**src/design/itcr_pkg.sv**
```systemverilog
/*
  Shared constants and types for the interval timer count readout block.
  Assumes byte-wide I/O ports decoded from an 8-bit port address.
*/
package itcr_pkg;
  localparam int unsigned NUM_CTR = 3;
  localparam logic [7:0] PORT_CTR0 = 8'h40;
  localparam logic [7:0] PORT_CTR1 = 8'h41;
  localparam logic [7:0] PORT_CTR2 = 8'h42;
  localparam logic [7:0] PORT_CTRL = 8'h43;
  // Control word fields
  localparam int unsigned SEL_HI = 7;
  localparam int unsigned SEL_LO = 6;
  localparam int unsigned RW_HI = 5;
  localparam int unsigned RW_LO = 4;
  localparam int unsigned MODE_HI = 3;
  localparam int unsigned MODE_LO = 1;
  localparam int unsigned BCD_BIT = 0;
  localparam int unsigned RB_NOCNT_BIT = 5;
  localparam int unsigned RB_NOSTS_BIT = 4;
  localparam int unsigned RB_SEL2_BIT = 3;
  localparam int unsigned RB_SEL1_BIT = 2;
  localparam int unsigned RB_SEL0_BIT = 1;
  localparam logic [1:0] SEL_READBACK = 2'b11;
  // Status byte fields
  localparam int unsigned STS_OUT_BIT = 7;
  localparam int unsigned STS_NULL_BIT = 6;
  localparam logic [7:0] STS_RESET = 8'h00;

  typedef enum logic [1:0] {
    ITCR_RW_LATCH = 2'b00,
    ITCR_RW_LSB = 2'b01,
    ITCR_RW_MSB = 2'b10,
    ITCR_RW_BOTH = 2'b11
  } itcr_rw_t;

  typedef struct packed {
    itcr_rw_t rw;
    logic [2:0] mode;
    logic bcd;
  } itcr_prog_t;

  typedef struct packed {
    logic wr;
    logic rd;
    logic [7:0] addr;
    logic [7:0] wdata;
  } itcr_io_t;
endpackage

```
**src/design/itcr_readout.sv**
```systemverilog
/*
  Count readout, latch, read-back and status path of a three-counter
  16-bit interval timer, plus count holding register loading.
  Assumes counting elements lie outside: they supply live counts, output
  levels and a load-done pulse, and take the holding register value.
  All inputs come from logic on clk_sys, so none is synchronised.
  Reads of the control port are not answered.
*/
// Behaviour
// - Read-back bit 2 selects counter 1, bit 1 counter 0; bit 0 reserved.
// - Count latch captures live count, read back via ports 40h, 41h, 42h.
// - Further count latch ignored while unread latched count is held.
// - Bits 7:6 select counter, 11 means read-back; bits 5:4 00 is latch.
// - Read-back with bit 4 low makes next data read return status.
// - Status bit 7 shows counter output level when status is latched.
// - Status bit 6 is one from count write until moved into counter.
// - Status bits 5:4 return programmed read/write access selection.
// - Status bits 3:1 return programmed counting mode code.
// - Status bit 0 reports binary or BCD countdown.
// - After reset status bit 7 reads zero; counter outputs start low.
// - Data port writes load 16-bit holding register in programmed order.
// - Data port reads return count or pending latched status byte.
// - Both latched: status first, then latched count, then live count.
// - Read-back: bit 5 low latches count, bit 4 low latches status.
module itcr_readout
  import itcr_pkg::*;
#(
  parameter int unsigned CNT_W = 16
) (
  // Clock and reset
  input wire logic clk_sys,
  input wire logic sys_rst,
  // Byte-wide I/O port access
  input wire itcr_io_t io,
  output logic [7:0] io_rdata,
  output logic io_rvalid,
  // Counting element side
  input wire logic [NUM_CTR-1:0][CNT_W-1:0] live_count,
  input wire logic [NUM_CTR-1:0] ctr_out,
  input wire logic [NUM_CTR-1:0] ce_loaded,
  output logic [NUM_CTR-1:0][CNT_W-1:0] hold_count,
  output logic [NUM_CTR-1:0] hold_written,
  output itcr_prog_t [NUM_CTR-1:0] prog
);

  logic ctrl_wr;
  logic [1:0] sel;
  logic [NUM_CTR-1:0] port_hit;
  logic [NUM_CTR-1:0] cnt_latch_req;
  logic [NUM_CTR-1:0] sts_latch_req;
  logic [NUM_CTR-1:0] prog_req;
  logic [NUM_CTR-1:0] rb_sel;

  // Per-counter access decode
  logic [NUM_CTR-1:0] wr_hit;
  logic [NUM_CTR-1:0] wr_lo;
  logic [NUM_CTR-1:0] wr_hi;
  logic [NUM_CTR-1:0] wr_full;
  logic [NUM_CTR-1:0] rd_hit;
  logic [NUM_CTR-1:0] rd_sts;
  logic [NUM_CTR-1:0] rd_hi;
  logic [NUM_CTR-1:0] rd_done;
  logic [NUM_CTR-1:0][CNT_W-1:0] rd_src;
  logic [NUM_CTR-1:0][7:0] rd_byte;
  logic [NUM_CTR-1:0][7:0] sts_now;

  itcr_prog_t [NUM_CTR-1:0] prog_q;
  logic [NUM_CTR-1:0][CNT_W-1:0] latch_q;
  logic [NUM_CTR-1:0] latched_q;
  logic [NUM_CTR-1:0] sts_pend_q;
  logic [NUM_CTR-1:0][7:0] sts_q;
  logic [NUM_CTR-1:0] rd_msb_q;
  logic [NUM_CTR-1:0] wr_msb_q;
  logic [NUM_CTR-1:0][CNT_W-1:0] hold_q;
  logic [NUM_CTR-1:0] hold_wr_q;
  logic [NUM_CTR-1:0] null_q;
  logic [7:0] rdata_q;
  logic rvalid_q;

  assign ctrl_wr = io.wr && (io.addr == PORT_CTRL);
  assign sel = io.wdata[SEL_HI:SEL_LO];
  assign port_hit[0] = io.addr == PORT_CTR0;
  assign port_hit[1] = io.addr == PORT_CTR1;
  assign port_hit[2] = io.addr == PORT_CTR2;
  assign rb_sel[0] = io.wdata[RB_SEL0_BIT];
  assign rb_sel[1] = io.wdata[RB_SEL1_BIT];
  // Read-back also reaches counter 2, through bit 3
  assign rb_sel[2] = io.wdata[RB_SEL2_BIT];

  always_comb begin
    cnt_latch_req = '0;
    sts_latch_req = '0;
    prog_req = '0;
    if (ctrl_wr) begin
      if (sel == SEL_READBACK) begin
        // Reserved bit 0 is not checked
        for (int i = 0; i < NUM_CTR; i++) begin
          cnt_latch_req[i] = rb_sel[i] && !io.wdata[RB_NOCNT_BIT];
          sts_latch_req[i] = rb_sel[i] && !io.wdata[RB_NOSTS_BIT];
        end
      end else if (io.wdata[RW_HI:RW_LO] == ITCR_RW_LATCH) begin
        cnt_latch_req[sel] = 1'b1;
      end else begin
        prog_req[sel] = 1'b1;
      end
    end
  end

  // Counter programming
  always_ff @(posedge clk_sys) begin
    if (sys_rst) begin
      prog_q <= '0;
    end else begin
      for (int i = 0; i < NUM_CTR; i++) begin
        if (prog_req[i]) begin
          prog_q[i].rw <= itcr_rw_t'(io.wdata[RW_HI:RW_LO]);
          prog_q[i].mode <= io.wdata[MODE_HI:MODE_LO];
          prog_q[i].bcd <= io.wdata[BCD_BIT];
        end
      end
    end
  end

  // Which byte of the holding register a data-port write lands in
  always_comb begin
    for (int i = 0; i < NUM_CTR; i++) begin
      wr_hit[i] = io.wr && port_hit[i];
      wr_lo[i] = 1'b0;
      wr_hi[i] = 1'b0;
      if (wr_hit[i]) begin
        unique case (prog_q[i].rw)
          ITCR_RW_LSB: begin
            wr_lo[i] = 1'b1;
          end
          ITCR_RW_MSB: begin
            wr_hi[i] = 1'b1;
          end
          ITCR_RW_BOTH: begin
            wr_lo[i] = !wr_msb_q[i];
            wr_hi[i] = wr_msb_q[i];
          end
          ITCR_RW_LATCH: begin
            // No byte format programmed yet, so the write is dropped
          end
        endcase
      end
      wr_full[i] = wr_hi[i] || (wr_lo[i] && prog_q[i].rw == ITCR_RW_LSB);
    end
  end

  // Write byte pointer, restarted by every programming control word to the counter; a latch command leaves it
  always_ff @(posedge clk_sys) begin
    if (sys_rst) begin
      wr_msb_q <= '0;
    end else begin
      for (int i = 0; i < NUM_CTR; i++) begin
        if (prog_req[i]) begin
          wr_msb_q[i] <= 1'b0;
        end else if (wr_hit[i] && prog_q[i].rw == ITCR_RW_BOTH) begin
          wr_msb_q[i] <= !wr_msb_q[i];
        end
      end
    end
  end

  // Holding register; a single-byte mode leaves the other byte as it was
  always_ff @(posedge clk_sys) begin
    if (sys_rst) begin
      hold_q <= '0;
      hold_wr_q <= '0;
    end else begin
      hold_wr_q <= wr_full;
      for (int i = 0; i < NUM_CTR; i++) begin
        if (wr_lo[i]) begin
          hold_q[i][7:0] <= io.wdata;
        end
        if (wr_hi[i]) begin
          hold_q[i][CNT_W-1:8] <= io.wdata;
        end
      end
    end
  end

  // Null count; a write in the same cycle as the load pulse wins
  always_ff @(posedge clk_sys) begin
    if (sys_rst) begin
      null_q <= '0;
    end else begin
      for (int i = 0; i < NUM_CTR; i++) begin
        if (prog_req[i] || wr_hit[i]) begin
          null_q[i] <= 1'b1;
        end else if (ce_loaded[i]) begin
          null_q[i] <= 1'b0;
        end
      end
    end
  end

  // Read decode per counter; a pending status byte always goes first
  always_comb begin
    for (int i = 0; i < NUM_CTR; i++) begin
      rd_hit[i] = io.rd && port_hit[i];
      rd_sts[i] = rd_hit[i] && sts_pend_q[i];
      rd_hi[i] = (prog_q[i].rw == ITCR_RW_MSB) ||
                 (prog_q[i].rw == ITCR_RW_BOTH && rd_msb_q[i]);
      // Last byte of the programmed format releases the latch
      rd_done[i] = rd_hit[i] && !sts_pend_q[i] &&
                   (prog_q[i].rw != ITCR_RW_BOTH || rd_msb_q[i]);
      rd_src[i] = latched_q[i] ? latch_q[i] : live_count[i];
      if (sts_pend_q[i]) begin
        rd_byte[i] = sts_q[i];
      end else if (rd_hi[i]) begin
        rd_byte[i] = rd_src[i][CNT_W-1:8];
      end else begin
        rd_byte[i] = rd_src[i][7:0];
      end
    end
  end

  // Read byte pointer; the status read does not move it
  always_ff @(posedge clk_sys) begin
    if (sys_rst) begin
      rd_msb_q <= '0;
    end else begin
      for (int i = 0; i < NUM_CTR; i++) begin
        if (prog_req[i]) begin
          rd_msb_q[i] <= 1'b0;
        end else if (rd_hit[i] && !sts_pend_q[i]) begin
          rd_msb_q[i] <= prog_q[i].rw == ITCR_RW_BOTH && !rd_msb_q[i];
        end
      end
    end
  end

  // Count latch; the counting element runs on while it is frozen
  always_ff @(posedge clk_sys) begin
    if (sys_rst) begin
      latch_q <= '0;
      latched_q <= '0;
    end else begin
      for (int i = 0; i < NUM_CTR; i++) begin
        if (prog_req[i]) begin
          latched_q[i] <= 1'b0;
        end else if (cnt_latch_req[i] && !latched_q[i]) begin
          latch_q[i] <= live_count[i];
          latched_q[i] <= 1'b1;
        end else if (rd_done[i]) begin
          latched_q[i] <= 1'b0;
        end
      end
    end
  end

  // Status byte as it stands now; a read-back captures it
  always_comb begin
    for (int i = 0; i < NUM_CTR; i++) begin
      sts_now[i][STS_OUT_BIT] = ctr_out[i];
      sts_now[i][STS_NULL_BIT] = null_q[i];
      sts_now[i][RW_HI:RW_LO] = prog_q[i].rw;
      sts_now[i][MODE_HI:MODE_LO] = prog_q[i].mode;
      sts_now[i][BCD_BIT] = prog_q[i].bcd;
    end
  end

  // Status latch; a second request while one is pending is ignored
  always_ff @(posedge clk_sys) begin
    if (sys_rst) begin
      sts_pend_q <= '0;
      sts_q <= {NUM_CTR{STS_RESET}};
    end else begin
      for (int i = 0; i < NUM_CTR; i++) begin
        if (sts_latch_req[i] && !sts_pend_q[i]) begin
          sts_pend_q[i] <= 1'b1;
          sts_q[i] <= sts_now[i];
        end else if (rd_sts[i]) begin
          sts_pend_q[i] <= 1'b0;
        end
      end
    end
  end

  // Read data holds until the next read
  always_ff @(posedge clk_sys) begin
    if (sys_rst) begin
      rdata_q <= '0;
      rvalid_q <= 1'b0;
    end else begin
      rvalid_q <= |rd_hit;
      for (int i = 0; i < NUM_CTR; i++) begin
        if (rd_hit[i]) begin
          rdata_q <= rd_byte[i];
        end
      end
    end
  end

  assign io_rdata = rdata_q;
  assign io_rvalid = rvalid_q;
  assign hold_count = hold_q;
  assign hold_written = hold_wr_q;
  assign prog = prog_q;

endmodule

```
**config.mk**
```make
export PLATFORM = sky130hd
export DESIGN_NAME = itcr_readout
export DESIGN_NICKNAME = d
export VERILOG_FILES = /design/src/design/itcr_pkg.sv /design/src/design/itcr_readout.sv
export SDC_FILE = /design/constraint.sdc
export NUM_CORES = 1
export LEC_CHECK = 0
export BUFFER_PORTS_ARGS = -buffer_cell sky130_fd_sc_hd__buf_2
export CAP_MARGIN = 20
export CORE_AREA = 4 4 134 136
export CTS_BUF_LIST = sky130_fd_sc_hd__clkbuf_8 sky130_fd_sc_hd__clkbuf_16
export DETAILED_ROUTE_END_ITERATION = 10
export DIE_AREA = 0 0 138 140
export PLACE_DENSITY = 0.7
export SLEW_MARGIN = 20
export SYNTH_ARGS = -nofsm -noshare
export SYNTH_HDL_FRONTEND = slang
export SYNTH_SLANG_ARGS = --single-unit
```
**constraint.sdc**
```tcl
create_clock -name clk_sys -period 4.5 [get_ports clk_sys]
set_input_delay 0 -clock clk_sys [delete_from_list [all_inputs] [get_ports clk_sys]]
set_output_delay 0 -clock clk_sys [all_outputs]
set_load 0.1 [all_outputs]
```
After elaboration in Yosys (flattened, before gate mapping) --
Cells that the tools add are included.
Storage, ports and cells: logic and storage cells 198, register bits 165, output and inout port bits 78
Operators by class: equality and inequality tests 17, reductions and logical operators 85, bitwise operators 3, magnitude comparators 2, multiplexer cells 52
Operators with widths (number):
- $mux 8 | 9
- $mux 16 | 3
- $logic_and 1x1->1 | 41
- $eq 8x7->1 const B | 4
- $mux 1 | 25
- $mux 3 | 8
- $reduce_bool 2->1 | 9
- $eq 2x2->1 const B | 7
- $logic_not 1->1 | 14
- $logic_or 1x1->1 | 12
- $pmux 1 s2 | 6
- $eq 2x1->1 const B | 3
- $ne 2x2->1 const B | 3
- $reduce_and 2->1 | 3
- $reduce_or 2->1 | 3
- $lt 2x3->1 const B | 1
- $not 1->1 | 3
- $reduce_bool 3->1 | 1
- $reduce_or 3->1 | 1
- $demux 1 s2 | 1
- $ge 2x1->1 const B | 1
- $logic_not 2->1 | 1

Logic depth before layout (Yosys ltp) --
Gate-level depths: netlist (run 1).
word-level depth 9, depth in mapped cells 8, depth with buffers taken out 6

Worst setup path before layout (run 1) --
OpenSTA, ideal clock, no wires.
path type flip-flop to flip-flop, start register prog_q, in the netlist prog[5], end register rdata_q[0], in the netlist io_rdata[0], stages on the path, launching flop included 6, clock period less this slack 2.640 ns, buffers on the path 1, path slack 1.860 ns, arrival 2.517 ns, setup time 0.123 ns, cell sequence dfxtp_1 > o21a_1 > buf_1 > mux4_2 > a211oi_1 > o31ai_1
Between the ends: word-level cells in the longest chain between the ends 8, elaborated cells on any way between the ends 9
RTL lines:
- from (decl) | line itcr_readout.sv:67 | itcr_prog_t [NUM_CTR-1:0] prog_q;
- $eq 2x2->1 | line itcr_readout.sv:205 | (prog_q[i].rw == ITCR_RW_BOTH && rd_msb_q[i]);
- $logic_and 1x1->1 | line itcr_readout.sv:205
- $logic_or 1x1->1 * | line itcr_readout.sv:204 | rd_hi[i] = (prog_q[i].rw == ITCR_RW_MSB) ||
- $mux 8 * | line itcr_readout.sv:212 | end else if (rd_hi[i]) begin
- $mux 8 * | line itcr_readout.sv:210 | if (sts_pend_q[i]) begin
- $mux 8 * (3 in a row) | line itcr_readout.sv:290 | if (rd_hit[i]) begin
- to (signal assigned) | line itcr_readout.sv:291 | rdata_q <= rd_byte[i];
- to (decl) | line itcr_readout.sv:77 | logic [7:0] rdata_q;
Every way passes the cells marked *; elsewhere a longest branch is shown, timed or not. The select of a mux whose other input is x is not followed. A chain may end at the register's enable or synchronous reset.

Worst setup path in the final report (run 1) --
start input io[4] (netlist bit), end register prog_q, in the netlist prog[14]
Between the ends: word-level cells in the longest chain between the ends 4
RTL lines:
- from (decl) | line itcr_readout.sv:34 | input wire itcr_io_t io,
- $logic_not 2->1 | line itcr_readout.sv:101 | end else if (io.wdata[RW_HI:RW_LO] == ITCR_RW_LATCH) begin
- $mux 3 | line itcr_readout.sv:101
- $mux 3 | line itcr_readout.sv:95 | if (sel == SEL_READBACK) begin
- $mux 3 | line itcr_readout.sv:94 | if (ctrl_wr) begin
Every way passes these cells.

==> results.yml, run 1 <==
worst_hold_path:
  hold_path_class: "input pin to flip-flop"
  min-delay-start: "io[7]"
  holdPathStages: 3
  hold_end: "hold_count[39]"
yosys:
  syn_area_sq_um: 7230
  postSynth.asyncResetShare_pct: 0
  synthFlopType: "dfxtp_1"
  synth_seq_cells: 165
  synth_edf_count: 0
  ys.warnings.count: 0
  syn_inst: 759
  synth_fp_nets: 833
  synth.avg_cell_area_sq_um: 9.52
  synth.yosys.seq_area_share_pct: 45.7
  yosys.cell_types.count: 48
layout:
  layout_commonest_cell: "dfxtp_1"
  syn2layout_area_growth_pct: 28.9
  post-route-cell-area_sq_um: 9320
  finish.utilization_pct: 55.0
  final_cell_mix: "dfxtp_1 (165), buf_2 (150), nor2_1 (133), mux2i_1 (121), dlygate4sd3_1 (62)"
  n_antenna_cell: 0
  drive_above_1_share_pct: 23.1
  final_nets: 1009
die:
  die-area_sq_um: 19300
  die_h_um: 140
  rows: 48
  core_area_sq_um: 16900
  io_pins: 152
  initial_core_util_pct: 42.7
  die_w_um: 138
placement:
  globalplace.congestion: 0.814
  dp_hpwl_mm: 13.5
  io_buffers: 151
  place_area_sq_um: 8030
clocking:
  numClockSinks: 165
  cts_tree: "done"
  htreeDepth: 4
  cts_buffer_depth: 2
  cts_resized: 0
  ctsHoldBuffers: 61
  clock_latency_ns: 0.43
  clk_pin_slew_ns: 0.06
  cts_buffers: 17
  cts_setup_buffers: 0
  root_buffer: "clkbuf_16"
global_routing:
  grt_util_all_layers_pct: 21.2
  grt_pass1_vias: 5943
  antenna_found_initial: 0
  grt_max_degree: 91
  grt_pass1_wl_mm: 32.9
  globalRouteOverflowTotal: 0
sta:
  timing.final.hold_violations: 0
  slew_headroom_pct: 37.1
  finalSetupViolCount: 0
  fin_setup_tns_ns: 0
  min_period_ns: 2.31
  skew_ns: 0.00811
  clock.fmax_mhz: 433
  period_share_pct: 51.3
  worst_pin_slew_ns: 0.943
  hold_ws_ns: 0.0854
  slew_viol_final: 0
  rsz0062_at_grt: "false"
detailed_routing:
  drcViolationCount: 0
  firstDrtPassIters: 4
  postRouteAntennaNets: 0
  viasPerCell: 5.26
  wl_mm: 20.7
  drtIter0Drc: 428
  vias: 6169
  routedWlPerCell_um: 17.7
outcome:
  status: "finished clean"
setup_path:
  critPathKind: "input pin to flip-flop"
  rr_endpoint: "io_rdata[7]"
  rr_worst_depth: 4
  required_ns: 4.77
  critPathMaxFanout: 14
  cp_slowest_stage_delay_ns: 0.75
  critPathCaptureType: "flip-flop"
  crit_path_frequent_cell: "nor2_1"
  slowest_stage: "nor3b_2"
  critPathLaunchType: "input pin"
  critPathArrivalTime_ns: 2.58
  cp_num_buf_inv: 2
  r2r-start: "prog[11]"
  cp_top_family: "simple AND/OR/NAND/NOR gates"
  reg2reg_slack_ns: 2.26
  crit_chain: "dlygate4sd3_1 -> buf_2 -> nor2_1 -> or4_4 -> nor3b_2 -> mux2i_1 -> nor2_1"
power:
  p_total_mw: 3.26
  powerDensity_nw_per_um2: 350
  ir_drop_v: 0.000271
  leakage_nw: 4.21
job:
  drv_cap: 0
## tightest hold or removal path, cell delays in order
cell and delay [ns]:
buf_2 0.24, mux2i_1 0.18, nor2_1 0.05
## report_power, final
part	switching [mW]	internal (mW)	total (mW)	leakage [nW]
registers	0.000395	1.46	1.46	1.33
clock network	0.601	1.03	1.63	0.318
logic	0.0917	0.0798	0.172	2.56
total	0.693	2.57	3.26	4.21
## how the worst max path moves through the flow
stage	start	to	slack, ns	cells past startpoint
floorplan	prog[5]	io_rdata[0]	1.86	5
global placement	io[11]	prog[11]	2.00	6
detailed placement	io[11]	prog[15]	1.96	6
CTS	io[8]	prog[14]	2.24	7
global route	io[4]	prog[13]	2.09	7
finish	io[4]	prog[14]	2.19	7
## cells by family (layout without fill, tap and decap cells)
group,after synthesis,count (layout),share of synthesized area (%)
and+or+nand+nor,280,280,18.2
xor gates and xnor gates,3,3,0.364
muxes,140,140,22.4
DFF,165,165,45.7
AOI/OAI and AO/OA,102,102,9.09
buffers and inverters,69,258,4.26
## Yosys cell counts (all sizes together), types with 2 or more instances
master    n  area [sq um]
nor3     11          60.1
nor4      4          40.0
dfxtp   165          3300
nor2    134           510
and2      9          56.3
nor4b     2          17.5
a22o      5          43.8
o31ai    10          75.1
a211oi   11          92.6
and3      2          12.5
a21oi    39           195
inv       5          18.8
o211ai    2          15.0
nand4b    7          61.3
nand4     5          31.3
clkbuf   49           184
nand2    53           201
nand3    27           135
nor2b     2          12.5
mux2i   121          1210
or4       4          37.5
mux4     17           383
nand3b    3          22.5
nand2b   11          68.8
buf      13          97.6
or3       3          18.8
o21ai     9          45.0
a21o     16           120
mux2      2          22.5
nor3b     2          25.0
a31oi     6          37.5
xor2      2          17.5
clkinv    2          7.51
## metal layers
| layer | GRT usage [%] | part of all wire [%] | up-vias |
|---|---|---|---|
| li1 | - | - | 3008 |
| met1 | 28.8 | 46 | 2908 |
| met2 | 31.8 | 45 | 216 |
| met3 | 6.52 | 6.4 | 37 |
| met4 | 8.06 | 2.5 | 0 |
| met5 | 0 | 0 | - |
## area by class of cell
class	count	area (sq um)
fill	1534	7620
multi-input combinational	525	3620
sequential	165	3300
timing repair buffer	219	1420
clock buffer	20	467
tap	225	282
clock inverter	12	200
inverter	7	26.3
## sequential cells by signal, summed over array words and instances, names as in the netlist
| register | count |
|---|---|
| prog | 18 |
| io_rvalid | 1 |
| latched_q | 3 |
| sts_pend_q | 3 |
| sts_q | 24 |
| hold_count | 48 |
| rd_msb_q | 3 |
| io_rdata | 8 |
| null_q | 3 |
| hold_written | 3 |
| wr_msb_q | 3 |
| latch_q | 48 |
## per-stage QoR
stage / setup WS [ns] / instances
final: 2.19 / 1173
after detailed placement: 1.96 / 1079
after floorplan: 1.86 / 759
after CTS: 2.24 / 1172
after global routing: 2.09 / 1173
after global placement: 2.00 / 1079
No activity file was read; power rests on OpenSTA's default activity.
==> run 2, diff against run 1 <==
- PLACE_DENSITY: 0.7 -> 0.73
- clock period: 4.5 -> 2 ns (I/O delays scaled with it)
==> run 2 against run 1 <==
Against the previous run:
- via count is 2.6% higher
- wire length is 0.84% higher
- combinational power is 130% higher
- clock-buffer cell count is 1 lower
- worst setup slack worse by 2.1 ns
- clock skew is 0.0029 ns higher
- register-to-register slack worse by 2.1 ns
- non-clock buffer count is 43 higher
- global-route usage is 0.56 points higher
- utilization is 1.8 points higher
- sequential power is 120% higher
- largest power group is now sequential cells
- highest routed layer is now met5
==> results.yml, run 2 (synthesized netlist as in run 1, its figures left out) <==
die:
  rows: 48
  io_pins: 152
  die_h_um: 140
  die_w_um: 138
  die-area_sq_um: 19300
  core_area_sq_um: 16900
  initial_core_util_pct: 42.7
clocking:
  cts_tree: "done"
  clk_pin_slew_ns: 0.07
  numClockSinks: 165
  root_buffer: "clkbuf_16"
  cts_buffers: 17
  clock_latency_ns: 0.44
  htreeDepth: 4
  cts_buffer_depth: 2
detailed_routing:
  vias: 6327
  viasPerCell: 5.20
  drcViolationCount: 0
  drtIter0Drc: 513
  routedWlPerCell_um: 17.2
  wl_mm: 20.9
  postRouteAntennaNets: 0
  firstDrtPassIters: 7
sta:
  fin_setup_tns_ns: 0
  clock.fmax_mhz: 533
  slew_headroom_pct: 53.6
  slew_viol_final: 0
  timing.final.hold_violations: 0
  min_period_ns: 1.88
  finalSetupViolCount: 0
  skew_ns: 0.0110
  period_share_pct: 93.8
  hold_ws_ns: 0.0396
  worst_pin_slew_ns: 0.696
  fin_ws_ns: 0.124
  rsz0062_at_grt: "false"
layout:
  final_cell_mix: "dfxtp_1 (158), buf_2 (150), nor2_1 (133), mux2i_1 (121), dlygate4sd3_1 (61)"
  syn2layout_area_growth_pct: 33.2
  final_nets: 1052
  layout_commonest_cell: "dfxtp_1"
  final_cells: 1217
  drive_above_1_share_pct: 27.2
outcome:
  status: "finished clean"
power:
  ir_drop_v: 0.000706
  leakage_nw: 4.41
  powerDensity_nw_per_um2: 706
placement:
  numPlacedInstances: 1123
  dp_hpwl_mm: 14.2
  globalplace.congestion: 0.827
  pre_cts_ws_ns: -0.110
  io_buffers: 151
setup_path:
  critPathLaunchType: "flip-flop"
  critPathKind: "flip-flop to flip-flop"
  critPathCaptureType: "flip-flop"
  required_ns: 2.31
  critPathArrivalTime_ns: 2.18
  critPathMaxFanout: 8
global_routing:
  antenna_found_initial: 1
  grt_util_all_layers_pct: 21.8
  grt_pass1_vias: 6295
  grt_pass1_wl_mm: 33.9
  globalRouteOverflowTotal: 0
  grt_max_degree: 92
worst_hold_path:
  hold_path_class: "input pin to flip-flop"
job:
  drv_cap: 0
-- run 2: power by group --
| group | internal (mW) | total [mW] | leakage (nW) | switching [mW] |
|---|---|---|---|---|
| sequential | 3.28 | 3.28 | 1.33 | 0.000730 |
| combinational | 0.192 | 0.401 | 2.80 | 0.209 |
| clock | 1.77 | 3.12 | 0.279 | 1.35 |
-- run 2: layout make-up --
type | count | area, sq um
Clock buffer | 19 | 453
Timing Repair Buffer | 262 | 1810
Multi-Input combinational cell | 525 | 3630
Fill cell | 1497 | 7310
Tap cell | 225 | 282
Sequential cell | 165 | 3320
Inverter | 7 | 26.3
Antenna cell | 1 | 2.50
Clock inverter | 13 | 106
-- run 2: worst paths after layout --
| check | from | end | slack [ns] | depth (start not counted) |
|---|---|---|---|---|
| worst max-delay path | prog[4] | io_rdata[0] | 0.12 | 6 |
| worst min-delay path | io[2] | prog[2] | 0.04 | 4 |
| worst max register to register | prog[4] | io_rdata[0] | 0.12 | 6 |
| worst min register to register | io_rdata[6] | io_rdata[6] | 0.44 | 2 |
-- run 2: worst max-delay path, cell delays in order (launching register included) --
cell	delay (ns)
dfxtp_4	0.34
inv_1	0.09
o21a_1	0.18
buf_12	0.15
mux4_2	0.50
a211oi_1	0.37
o31ai_1	0.12
-- run 2: timing repair --
action                                  in CTS  in global routing
setup buffers                                0                  0
endpoints found under the setup margin       0                  3
gates resized for setup                      0                  3
hold buffers                                61                  0
endpoints found under the hold margin       77                  0
-- run 2: metal layers --
| metal | global-route usage, % | vias to the layer above | wire, um |
|---|---|---|---|
| met5 | 0 | - | 12 |
| met4 | 8.27 | 2 | 527 |
| met3 | 5.87 | 44 | 1130 |
| met2 | 35.0 | 191 | 9790 |
| met1 | 28.2 | 2990 | 9440 |
| li1 | - | 3100 | - |
-- run 2: through the flow --
stage / total power, mW / util (%) / instance area [sq um]
final: 6.80 / 56.8 / 9630
after global routing: 7.00 / 56.8 / 9630
after CTS: 6.85 / 56.8 / 9610
after detailed placement: 3.66 / 49.9 / 8440
after global placement: 3.66 / 49.9 / 8440
after floorplan: 3.49 / - / 7250
